$ cat src/stotr_pkg.sv
// Purpose: Constants for the sampling timing and offset trim register bank
// Assumes: AXI4-Lite, 32-bit data, one aligned word per register
// Notes: Register indices are kept as printed; byte address is four times the index
package stotr_pkg;
  // ----------------------------------------------------------------
  // Bus geometry
  // ----------------------------------------------------------------
  localparam int ADDR_W = 12;
  localparam int DATA_W = 32;
  localparam int IDX_W = 10;
  localparam int TIM_W = 8;
  localparam int OFF_W = 16;
  localparam int OFF_VAL_W = 12;
  localparam int NUM_TIM = 4;

  // ----------------------------------------------------------------
  // Register indices
  // ----------------------------------------------------------------
  localparam logic [IDX_W-1:0] IDX_CORE_A_DUAL_TIMING_TRIM = 10'h086;
  localparam logic [IDX_W-1:0] IDX_SPARE_FOR_A_DUAL_TIMING_TRIM = 10'h087;
  localparam logic [IDX_W-1:0] IDX_SPARE_FOR_B_DUAL_TIMING_TRIM = 10'h088;
  localparam logic [IDX_W-1:0] IDX_CORE_B_DUAL_TIMING_TRIM = 10'h089;
  localparam logic [IDX_W-1:0] IDX_CORE_A_FIRST_INPUT_OFFSET_TRIM = 10'h08a;
  localparam logic [IDX_W-1:0] IDX_CORE_A_SECOND_INPUT_OFFSET_TRIM = 10'h08c;
  localparam logic [IDX_W-1:0] IDX_CAL_ACCESS_STATUS = 10'h0c0;

  // ----------------------------------------------------------------
  // Fields and reset values
  // ----------------------------------------------------------------
  localparam logic [3:0] OFF_RSVD_RESET = 4'h0;
  localparam int ST_WRITE_SAFE = 0;
  localparam int ST_READ_SAFE = 1;
  localparam int ST_WRITE_VIOLATION = 2;
  localparam int ST_FOREGROUND_DONE_FLAG = 3;
  localparam int ST_CALIBRATION_STOPPED_FLAG = 4;
  localparam logic [TIM_W-1:0] TIM_RESET = 8'h00;
  localparam logic [OFF_W-1:0] OFF_RESET = 16'h0000;
  localparam logic [1:0] RESP_OKAY = 2'h0;
  localparam logic [1:0] RESP_SLVERR = 2'h2;

  typedef logic [TIM_W-1:0] stotr_tim_t;
  typedef logic [OFF_W-1:0] stotr_off_t;
endpackage

$ cat src/stotr_regs.sv
// Purpose: Dual-channel timing trims and core A offset trims behind AXI4-Lite
// Assumes: Factory trim values arrive on static input ports
// Notes: Calibration access windows are reported, not enforced
//
// Register access over AXI4-Lite was chosen for this implementation.
`timescale 1ns/10ps

// Contract
// - Four 8-bit read/write timing trims at consecutive indices 0x086 to 0x089.
// - Separate trims for core A, spare for A, spare for B, core B.
// - After reset each trim holds its factory value; readable and writable.
// - Offset trims are 16 bits, low 12 value, upper 4 reserved reset zero.
// - Core A uses first-input offset on first input, second-input offset otherwise.
module stotr_regs (
  input wire logic aclk, // Clock
  input wire logic aresetn, // Synchronous reset, active low
  input wire logic [stotr_pkg::ADDR_W-1:0] s_axi_awaddr, // Write address
  input wire logic s_axi_awvalid, // Write address valid
  output logic s_axi_awready, // Write address ready
  input wire logic [stotr_pkg::DATA_W-1:0] s_axi_wdata, // Write data
  input wire logic [3:0] s_axi_wstrb, // Write byte strobes
  input wire logic s_axi_wvalid, // Write data valid
  output logic s_axi_wready, // Write data ready
  output logic [1:0] s_axi_bresp, // Write response
  output logic s_axi_bvalid, // Write response valid
  input wire logic s_axi_bready, // Write response ready
  input wire logic [stotr_pkg::ADDR_W-1:0] s_axi_araddr, // Read address
  input wire logic s_axi_arvalid, // Read address valid
  output logic s_axi_arready, // Read address ready
  output logic [stotr_pkg::DATA_W-1:0] s_axi_rdata, // Read data
  output logic [1:0] s_axi_rresp, // Read response
  output logic s_axi_rvalid, // Read data valid
  input wire logic s_axi_rready, // Read data ready
  input wire logic [stotr_pkg::NUM_TIM*stotr_pkg::TIM_W-1:0] factory_timing_trim, // Factory timing trims
  input wire logic [stotr_pkg::OFF_W-1:0] factory_first_input_offset, // Factory first-input offset
  input wire logic [stotr_pkg::OFF_W-1:0] factory_second_input_offset, // Factory second-input offset
  input wire logic core_a_on_second_input, // Core A currently samples second input
  input wire logic foreground_cal_busy, // Foreground calibration running
  input wire logic background_calibration_enable, // Background calibration enabled
  input wire logic background_offset_calibration_enable, // Background offset calibration enabled
  input wire logic offset_calibration_enable, // Offset calibration enabled
  input wire logic foreground_done_flag, // Foreground calibration done
  input wire logic calibration_stopped_flag, // Background calibration stopped
  output logic [stotr_pkg::NUM_TIM*stotr_pkg::TIM_W-1:0] dual_timing_trim, // Timing trims, A, CA, CB, B
  output logic [stotr_pkg::OFF_VAL_W-1:0] core_a_offset_applied // Offset applied to core A
);
  import stotr_pkg::*;

  // ----------------------------------------------------------------
  // Helpers
  // ----------------------------------------------------------------
  function automatic logic [15:0] merge16(input logic [15:0] old, input logic [15:0] data,
                                          input logic [1:0] strb);
    merge16 = {strb[1] ? data[15:8] : old[15:8], strb[0] ? data[7:0] : old[7:0]};
  endfunction

  function automatic logic [IDX_W-1:0] word_idx(input logic [ADDR_W-1:0] addr);
    word_idx = addr[ADDR_W-1:2];
  endfunction

  // ----------------------------------------------------------------
  // State
  // ----------------------------------------------------------------
  logic loaded_q;
  logic aw_held_q;
  logic w_held_q;
  logic [ADDR_W-1:0] awaddr_q;
  logic [DATA_W-1:0] wdata_q;
  logic [3:0] wstrb_q;
  logic bvalid_q;
  logic [1:0] bresp_q;
  logic rvalid_q;
  logic [1:0] rresp_q;
  logic [DATA_W-1:0] rdata_q;
  stotr_tim_t tim_q [NUM_TIM];
  stotr_off_t off_first_q;
  stotr_off_t off_second_q;
  logic [OFF_VAL_W-1:0] applied_q;
  logic viol_q;
  logic viol_d;

  // ----------------------------------------------------------------
  // Decode
  // ----------------------------------------------------------------
  wire aw_fire = s_axi_awvalid && s_axi_awready;
  wire w_fire = s_axi_wvalid && s_axi_wready;
  wire ar_fire = s_axi_arvalid && s_axi_arready;
  wire do_write = aw_held_q && w_held_q && !bvalid_q;
  wire [IDX_W-1:0] wr_idx = word_idx(awaddr_q);
  wire [IDX_W-1:0] rd_idx = word_idx(s_axi_araddr);
  wire tim_wr_hit = (wr_idx >= IDX_CORE_A_DUAL_TIMING_TRIM) && (wr_idx <= IDX_CORE_B_DUAL_TIMING_TRIM);
  wire tim_rd_hit = (rd_idx >= IDX_CORE_A_DUAL_TIMING_TRIM) && (rd_idx <= IDX_CORE_B_DUAL_TIMING_TRIM);
  wire [1:0] tim_wr_sel = 2'(wr_idx - IDX_CORE_A_DUAL_TIMING_TRIM);
  wire [1:0] tim_rd_sel = 2'(rd_idx - IDX_CORE_A_DUAL_TIMING_TRIM);
  wire we_first = do_write && (wr_idx == IDX_CORE_A_FIRST_INPUT_OFFSET_TRIM);
  wire we_second = do_write && (wr_idx == IDX_CORE_A_SECOND_INPUT_OFFSET_TRIM);
  wire we_status = do_write && (wr_idx == IDX_CAL_ACCESS_STATUS);
  wire wr_mapped = tim_wr_hit || (wr_idx == IDX_CORE_A_FIRST_INPUT_OFFSET_TRIM) ||
                   (wr_idx == IDX_CORE_A_SECOND_INPUT_OFFSET_TRIM) || (wr_idx == IDX_CAL_ACCESS_STATUS);

  // Access windows for software; the bank never blocks, it only reports
  wire bg_both = background_calibration_enable && background_offset_calibration_enable;
  wire off_write_safe = !foreground_cal_busy && !bg_both;
  wire off_read_safe = (offset_calibration_enable && !background_offset_calibration_enable) ? foreground_done_flag :
                       bg_both ? calibration_stopped_flag : 1'b1;
  wire viol_set = (we_first || we_second) && !off_write_safe;
  wire viol_clr = we_status && wstrb_q[0] && wdata_q[ST_WRITE_VIOLATION];

  // Sticky: a new violation in the clearing cycle stays set
  always_comb begin
    viol_d = viol_set || (viol_q && !viol_clr);
  end

  wire [DATA_W-1:0] status_word = {27'h0000000, calibration_stopped_flag, foreground_done_flag, viol_q,
                                   off_read_safe, off_write_safe};
  wire rd_first = (rd_idx == IDX_CORE_A_FIRST_INPUT_OFFSET_TRIM);
  wire rd_second = (rd_idx == IDX_CORE_A_SECOND_INPUT_OFFSET_TRIM);
  wire rd_status = (rd_idx == IDX_CAL_ACCESS_STATUS);
  wire rd_mapped = tim_rd_hit || rd_first || rd_second || rd_status;
  wire [DATA_W-1:0] rd_word = tim_rd_hit ? {24'h000000, tim_q[tim_rd_sel]} :
                              rd_first ? {16'h0000, off_first_q} :
                              rd_second ? {16'h0000, off_second_q} :
                              rd_status ? status_word : 32'h00000000;

  // Ports stay closed during the factory load cycle so it cannot race a write
  assign s_axi_awready = loaded_q && !aw_held_q && !bvalid_q;
  assign s_axi_wready = loaded_q && !w_held_q && !bvalid_q;
  assign s_axi_arready = loaded_q && !rvalid_q;
  assign s_axi_bvalid = bvalid_q;
  assign s_axi_bresp = bresp_q;
  assign s_axi_rvalid = rvalid_q;
  assign s_axi_rresp = rresp_q;
  assign s_axi_rdata = rdata_q;
  assign core_a_offset_applied = applied_q;

  // ----------------------------------------------------------------
  // Bus channels
  // ----------------------------------------------------------------
  always_ff @(posedge aclk) begin
    if (!aresetn) begin
      aw_held_q <= 1'b0;
      w_held_q <= 1'b0;
      awaddr_q <= '0;
      wdata_q <= '0;
      wstrb_q <= 4'h0;
    end else begin
      if (aw_fire) begin
        aw_held_q <= 1'b1;
        awaddr_q <= s_axi_awaddr;
      end else if (do_write) begin
        aw_held_q <= 1'b0;
      end
      if (w_fire) begin
        w_held_q <= 1'b1;
        wdata_q <= s_axi_wdata;
        wstrb_q <= s_axi_wstrb;
      end else if (do_write) begin
        w_held_q <= 1'b0;
      end
    end
  end

  always_ff @(posedge aclk) begin
    if (!aresetn) begin
      bvalid_q <= 1'b0;
      bresp_q <= RESP_OKAY;
    end else if (do_write) begin
      bvalid_q <= 1'b1;
      bresp_q <= wr_mapped ? RESP_OKAY : RESP_SLVERR;
    end else if (s_axi_bready) begin
      bvalid_q <= 1'b0;
    end
  end

  always_ff @(posedge aclk) begin
    if (!aresetn) begin
      rvalid_q <= 1'b0;
      rresp_q <= RESP_OKAY;
      rdata_q <= '0;
    end else if (ar_fire) begin
      rvalid_q <= 1'b1;
      rresp_q <= rd_mapped ? RESP_OKAY : RESP_SLVERR;
      rdata_q <= rd_word;
    end else if (s_axi_rready) begin
      rvalid_q <= 1'b0;
    end
  end

  // ----------------------------------------------------------------
  // Trim registers
  // ----------------------------------------------------------------
  always_ff @(posedge aclk) begin
    if (!aresetn) begin
      loaded_q <= 1'b0;
    end else begin
      loaded_q <= 1'b1;
    end
  end

  genvar gi;
  generate
    for (gi = 0; gi < NUM_TIM; gi++) begin : g_tim
      wire we_tim = do_write && tim_wr_hit && (tim_wr_sel == 2'(gi)) && wstrb_q[0];
      always_ff @(posedge aclk) begin
        if (!aresetn) begin
          tim_q[gi] <= TIM_RESET;
        end else if (!loaded_q) begin
          tim_q[gi] <= factory_timing_trim[gi*TIM_W +: TIM_W];
        end else if (we_tim) begin
          tim_q[gi] <= wdata_q[TIM_W-1:0];
        end
      end
      assign dual_timing_trim[gi*TIM_W +: TIM_W] = tim_q[gi];
    end
  endgenerate

  always_ff @(posedge aclk) begin
    if (!aresetn) begin
      off_first_q <= OFF_RESET;
      off_second_q <= OFF_RESET;
    end else if (!loaded_q) begin
      off_first_q <= {OFF_RSVD_RESET, factory_first_input_offset[OFF_VAL_W-1:0]};
      off_second_q <= {OFF_RSVD_RESET, factory_second_input_offset[OFF_VAL_W-1:0]};
    end else begin
      if (we_first) begin
        off_first_q <= merge16(off_first_q, wdata_q[15:0], wstrb_q[1:0]);
      end
      if (we_second) begin
        off_second_q <= merge16(off_second_q, wdata_q[15:0], wstrb_q[1:0]);
      end
    end
  end

  always_ff @(posedge aclk) begin
    if (!aresetn) begin
      applied_q <= '0;
      viol_q <= 1'b0;
    end else begin
      applied_q <= core_a_on_second_input ? off_second_q[OFF_VAL_W-1:0] : off_first_q[OFF_VAL_W-1:0];
      viol_q <= viol_d;
    end
  end
endmodule

$ cat config.mk
export PLATFORM = sky130hd
export DESIGN_NAME = stotr_regs
export DESIGN_NICKNAME = d
export VERILOG_FILES = /design/src/stotr_pkg.sv /design/src/stotr_regs.sv
export SDC_FILE = /design/constraint.sdc
export NUM_CORES = 1
export LEC_CHECK = 0
export BUFFER_PORTS_ARGS = -buffer_cell sky130_fd_sc_hd__buf_4
export CAP_MARGIN = 0
export CORE_MARGIN = 2
export CORE_UTILIZATION = 39
export CTS_CLUSTER_SIZE = 16
export DETAILED_ROUTE_END_ITERATION = 10
export PLACE_DENSITY = 0.65
export SLEW_MARGIN = 20
export SYNTH_ARGS = -nofsm -noshare
export SYNTH_HDL_FRONTEND = slang
export SYNTH_SLANG_ARGS = --single-unit
$ cat constraint.sdc
create_clock -name aclk -period 3 [get_ports aclk]
set_input_delay 0.6 -clock aclk [delete_from_list [all_inputs] [get_ports aclk]]
set_output_delay 0.6 -clock aclk [all_outputs]
set_load 0.01 [all_outputs]
# Yosys cells after proc, flatten, opt, wreduce, memory -nomap -nowiden
# Memory sizes are Yosys's and may differ from the RTL's.
# Cells that the tools add are included.
# Widths: inputs -> output; s select.
[totals] reg_bits=116 inputBits=138 mem_bits_rw=32 mem_count=1
[memory_table] name="tim_q" words=4 word_bits=8 read_ports=5 rd_ports_with_merged_regs=0 write_ports=4 line="stotr_regs.sv:75" source="stotr_tim_t tim_q [NUM_TIM];"
[classes] n_reduce_logical=60 add_sub_neg=2 n_bitwise=8 mux=52 eq_ne=13 order_cmp=4
[ops] operator="$mux 8" count=9
[ops] operator="$eq 10x8->1 const B" count=6
[ops] operator="$mux 12" count=5
[ops] operator="$mux 16" count=3
[ops] operator="$logic_and 1x1->1" count=31
[ops] operator="$mux 1" count=30
[ops] operator="$ge 10x8->1 const B" count=2
[ops] operator="$le 10x8->1 const B" count=2
[ops] operator="$reduce_and 2->1" count=7
[ops] operator="$logic_not 1->1" count=9
[ops] operator="$logic_or 1x1->1" count=8
[ops] operator="$mux 4" count=2
[ops] operator="$ne 2x1->1 const B" count=4
[ops] operator="$or 1x1->1" count=8
[ops] operator="$reduce_bool 2->1" count=4
[ops] operator="$mux 5" count=1
[ops] operator="$eq 2x2->1 const B" count=2
[ops] operator="$mux 2" count=2
[ops] operator="$sub 2x2->2 const B" count=2
[ops] operator="$eq 2x1->1 const B" count=1
[ops] operator="$logic_not 2->1" count=1

# Longest topological paths before layout
[depth] depth_word=10 mapped_depth=8

# Worst setup path after synthesis
# OpenSTA, ideal clock, no wires.
[synth_path] path_type="input-to-reg" from="input aresetn" to="memory tim_q[0][0] (netlist bit), enable pin" cell_stages=5 path_slack_ns=0.286 arrival_time_ns=2.330 setup_ns=0.384 required_time_ns=2.616 cell_sequence="clkbuf_1 > nand2_1 > or4_1 > clkbuf_1 > o21ai_0"
[synth_rtl] item="from (decl)" line="stotr_regs.sv:16" source="input wire logic aresetn,"
[synth_rtl] item="to (decl)" line="stotr_regs.sv:75"

==> flow_metrics.tcl <==
set metrics [dict create \
    vdd_drop_max_uv 405 \
    first_pass_iters 5 \
    swShare 0.236 \
    p_int_mw 3.40 \
    worst-r2r-setup-slack_ns 0.71 \
    areaGrowthSynthToFinish_pct 34.0 \
    placed_cell_area_um2 7290 \
    grt_pass1_wl_um 27200 \
    slew_viol_final 0 \
    vias 5240 \
    numCtsBuffers 17 \
    gp_congestion 0.941 \
    cp-start-kind "flop" \
    ff2ff_path_depth 5 \
    synth_top_area_share 0.327 \
    p_total_mw 4.45 \
    cp-end-kind "flop" \
    p_per_area_nw_per_um2 565 \
    nNetsFinal 936 \
    yosysUniqueCellTypes 47 \
    timing.rr.start "awaddr_q[11]" \
    postSynthAreaPerCell_um2 9.27 \
    antenna_left 0 \
    synth_async_sr_flop_share 0 \
    nFillCells 1365 \
    cts_tree "yes" \
    tightestPinTransition_ns 0.679 \
    whs_endpoint "off_second_q[7]" \
    top_layer "met4" \
    ys_warn_count 0 \
    die_x_um 127 \
    cts_sinks 128 \
    clock_tree.root_cell "clkbuf_16" \
    port_buffers 174 \
    synthCells 634 \
    postCtsSetupBuffers 0 \
    yosys_register_bits 128 \
    clkPwrFrac 0.451 \
    ys_top_cells_by_count "123 x nand2_1, 96 x dfxtp_1, 56 x a21oi_1, 51 x nor2_1, 41 x o21ai_0" \
    clk_pin_slew_ns 0.06 \
    drv_cap 0 \
    min_period_ns 2.29 \
    grt_pass1_vias 5055 \
    grt_max_degree 37 \
    synth_most_common_cell "nand2_1" \
    wl_met1_um 7820 \
    grt_overflow_total 0 \
    fin_skew_ns 0.00475 \
    cts_resized 0 \
    hold_viol_final 0 \
    drt_wl_total_um 17800 \
    met3WireLength_um 1130 \
    p_leak_nw 3.29 \
    regArea_um2 2880 \
    drc 0 \
    synthTopCellsByArea "dfxtp_1 33%, edfxtp_1 16%, nand2_1 7.9%" \
    setup-tns-final_ns 0 \
    grt_antenna_before_repair 0 \
    synth_ff_type "dfxtp_1" \
    min_delay_path_depth 3 \
    hp-class "input pin to flop" \
    syn_area_um2 5870 \
    final_area_um2 7870 \
    critPathKind "flop to flop" \
    rsz0062_at_grt "no" \
    status "finished, final reports clean" \
    start_util 0.401 \
    met2_length_um 8440 \
    die_h_um 127 \
    synth_edf_count 32 \
    insertion_delay_ns 0.42 \
    relSlewSlack 0.544 \
    combPwrFrac 0.112 \
    io_pins 223 \
    required_ns 3.13 \
    multiInputGateArea_um2 2720 \
    period_share 0.765 \
    synth_top_area_cell "dfxtp_1" \
    p_switching_mw 1.05 \
    viasPerCell 5.27 \
    gr-usage-all-layers 0.221 \
    rows 44 \
    ctsHoldBuffers 0 \
    drive_above_1_share 0.290 \
    crit_fanout 11 \
    hpwl_um 13700 \
    synth-seq-area-share 0.491 \
    die-area_um2 16100 \
    drt-initial-drc-count 411 \
    min_from "factory_second_input_offset[7]" \
    worstPathArrival_ns 2.42 \
    power_frac_seq 0.437 \
    diodes 0 \
    clockBufferDepth 2 \
    fmax_ghz 0.436 \
    fp.coreArea_um2 14600 \
    reg2reg_to "tim_q[1][1]" \
    wl_per_cell_um 17.9 \
    setup-violations-final 0 \
    htree_levels 4 \
]
[power groups by stage]
stage | registers (mW) | clock network, mW | logic (mW)
2_1_floorplan | 1.96 | 0 | 0.255
3_3_place_gp | 1.97 | 0 | 0.493
3_5_place_dp | 1.98 | 0 | 0.500
4_1_cts | 1.94 | 2.03 | 0.502
5_1_grt | 1.95 | 2.11 | 0.543
6_report | 1.94 | 2.00 | 0.500
[per-layer routing]
layer,vias up,GRT usage
li1,2547,-
met2,210,0.355
met5,-,0
met4,0,0.0814
met3,36,0.0531
met1,2447,0.290
[worst max-delay path by stage]
| stage | startpoint | endpoint | slack [ns] | cells past startpoint |
|---|---|---|---|---|
| finish | awaddr_q[11] | tim_q[1][1] | 0.71 | 5 |
| global route | awaddr_q[11] | tim_q[0][3] | 0.53 | 5 |
| CTS | awaddr_q[11] | tim_q[1][1] | 0.69 | 5 |
| detailed placement | aresetn | tim_q[1][6] | 0.65 | 5 |
| global placement | aresetn | tim_q[0][7] | 0.67 | 5 |
| floorplan | aresetn | tim_q[0][0] | 0.29 | 5 |
[critical path: stages (launching register included)]
cell and delay (ns):
dfxtp_1 0.33, nor4_4 0.37, nand3b_4 0.21, or4_1 0.69, o21ai_0 0.21, buf_4 0.19
[sequential cells by signal (all words and copies together) (netlist names), 2 cells and up]
signal,cells
awaddr_q,10
off_first_q,16
tim_q,32
wdata_q,16
core_a_offset_applied,12
wstrb_q,2
s_axi_rdata,16
off_second_q,16
[placed cells by master, fill, tap and decap left out, drive strengths merged, types with 3 or more instances in the layout]
cell type and count:
a21oi 56, a22o 24, a22oi 21, a2bb2oi 4
and2 4, and3b 3, buf 187, bufinv 3
clkbuf 19, clkinv 7, clkinvlp 3, conb 18
dfxtp 96, edfxtp 32, inv 12, mux2i 36
mux4 8, nand2 123, nand2b 5, nand3b 4
nor2 54, nor2b 6, nor3 3, nor4 4
o21ai 46, o31ai 7, o32a 4, or4 3
[metrics by stage]
| step | setup WS (ns) | std cells | hold slack, ns | util |
|---|---|---|---|---|
| after CTS | 0.693 | 995 | 0.370 | 0.538 |
| after global routing | 0.527 | 995 | 0.397 | 0.538 |
| after floorplan | 0.286 | 651 | 0.437 | - |
| final | 0.706 | 995 | 0.383 | 0.538 |
| after detailed placement | 0.651 | 963 | 0.452 | 0.498 |
| after global placement | 0.672 | 963 | 0.440 | 0.498 |
[cell families after synthesis]
| family | Yosys count | share of synthesized area |
|---|---|---|
| buffers and inverters | 71 | 0.0575 |
| AND/OR/NAND/NOR | 217 | 0.172 |
| other | 1 | 0.000638 |
| flip-flops | 128 | 0.491 |
| AO/OA/AOI/OAI | 173 | 0.187 |
| multiplexers | 44 | 0.0920 |
[area by class of cell]
| class | instances | area share |
|---|---|---|
| clock inverter | 13 | 0.0184 |
| multi-input combinational | 452 | 0.346 |
| timing repair buffer | 187 | 0.180 |
| clock buffer | 19 | 0.0550 |
| inverter | 12 | 0.00572 |
| sequential | 128 | 0.366 |
| tap | 184 | 0.0292 |
No activity file was read; power rests on OpenSTA's default activity.
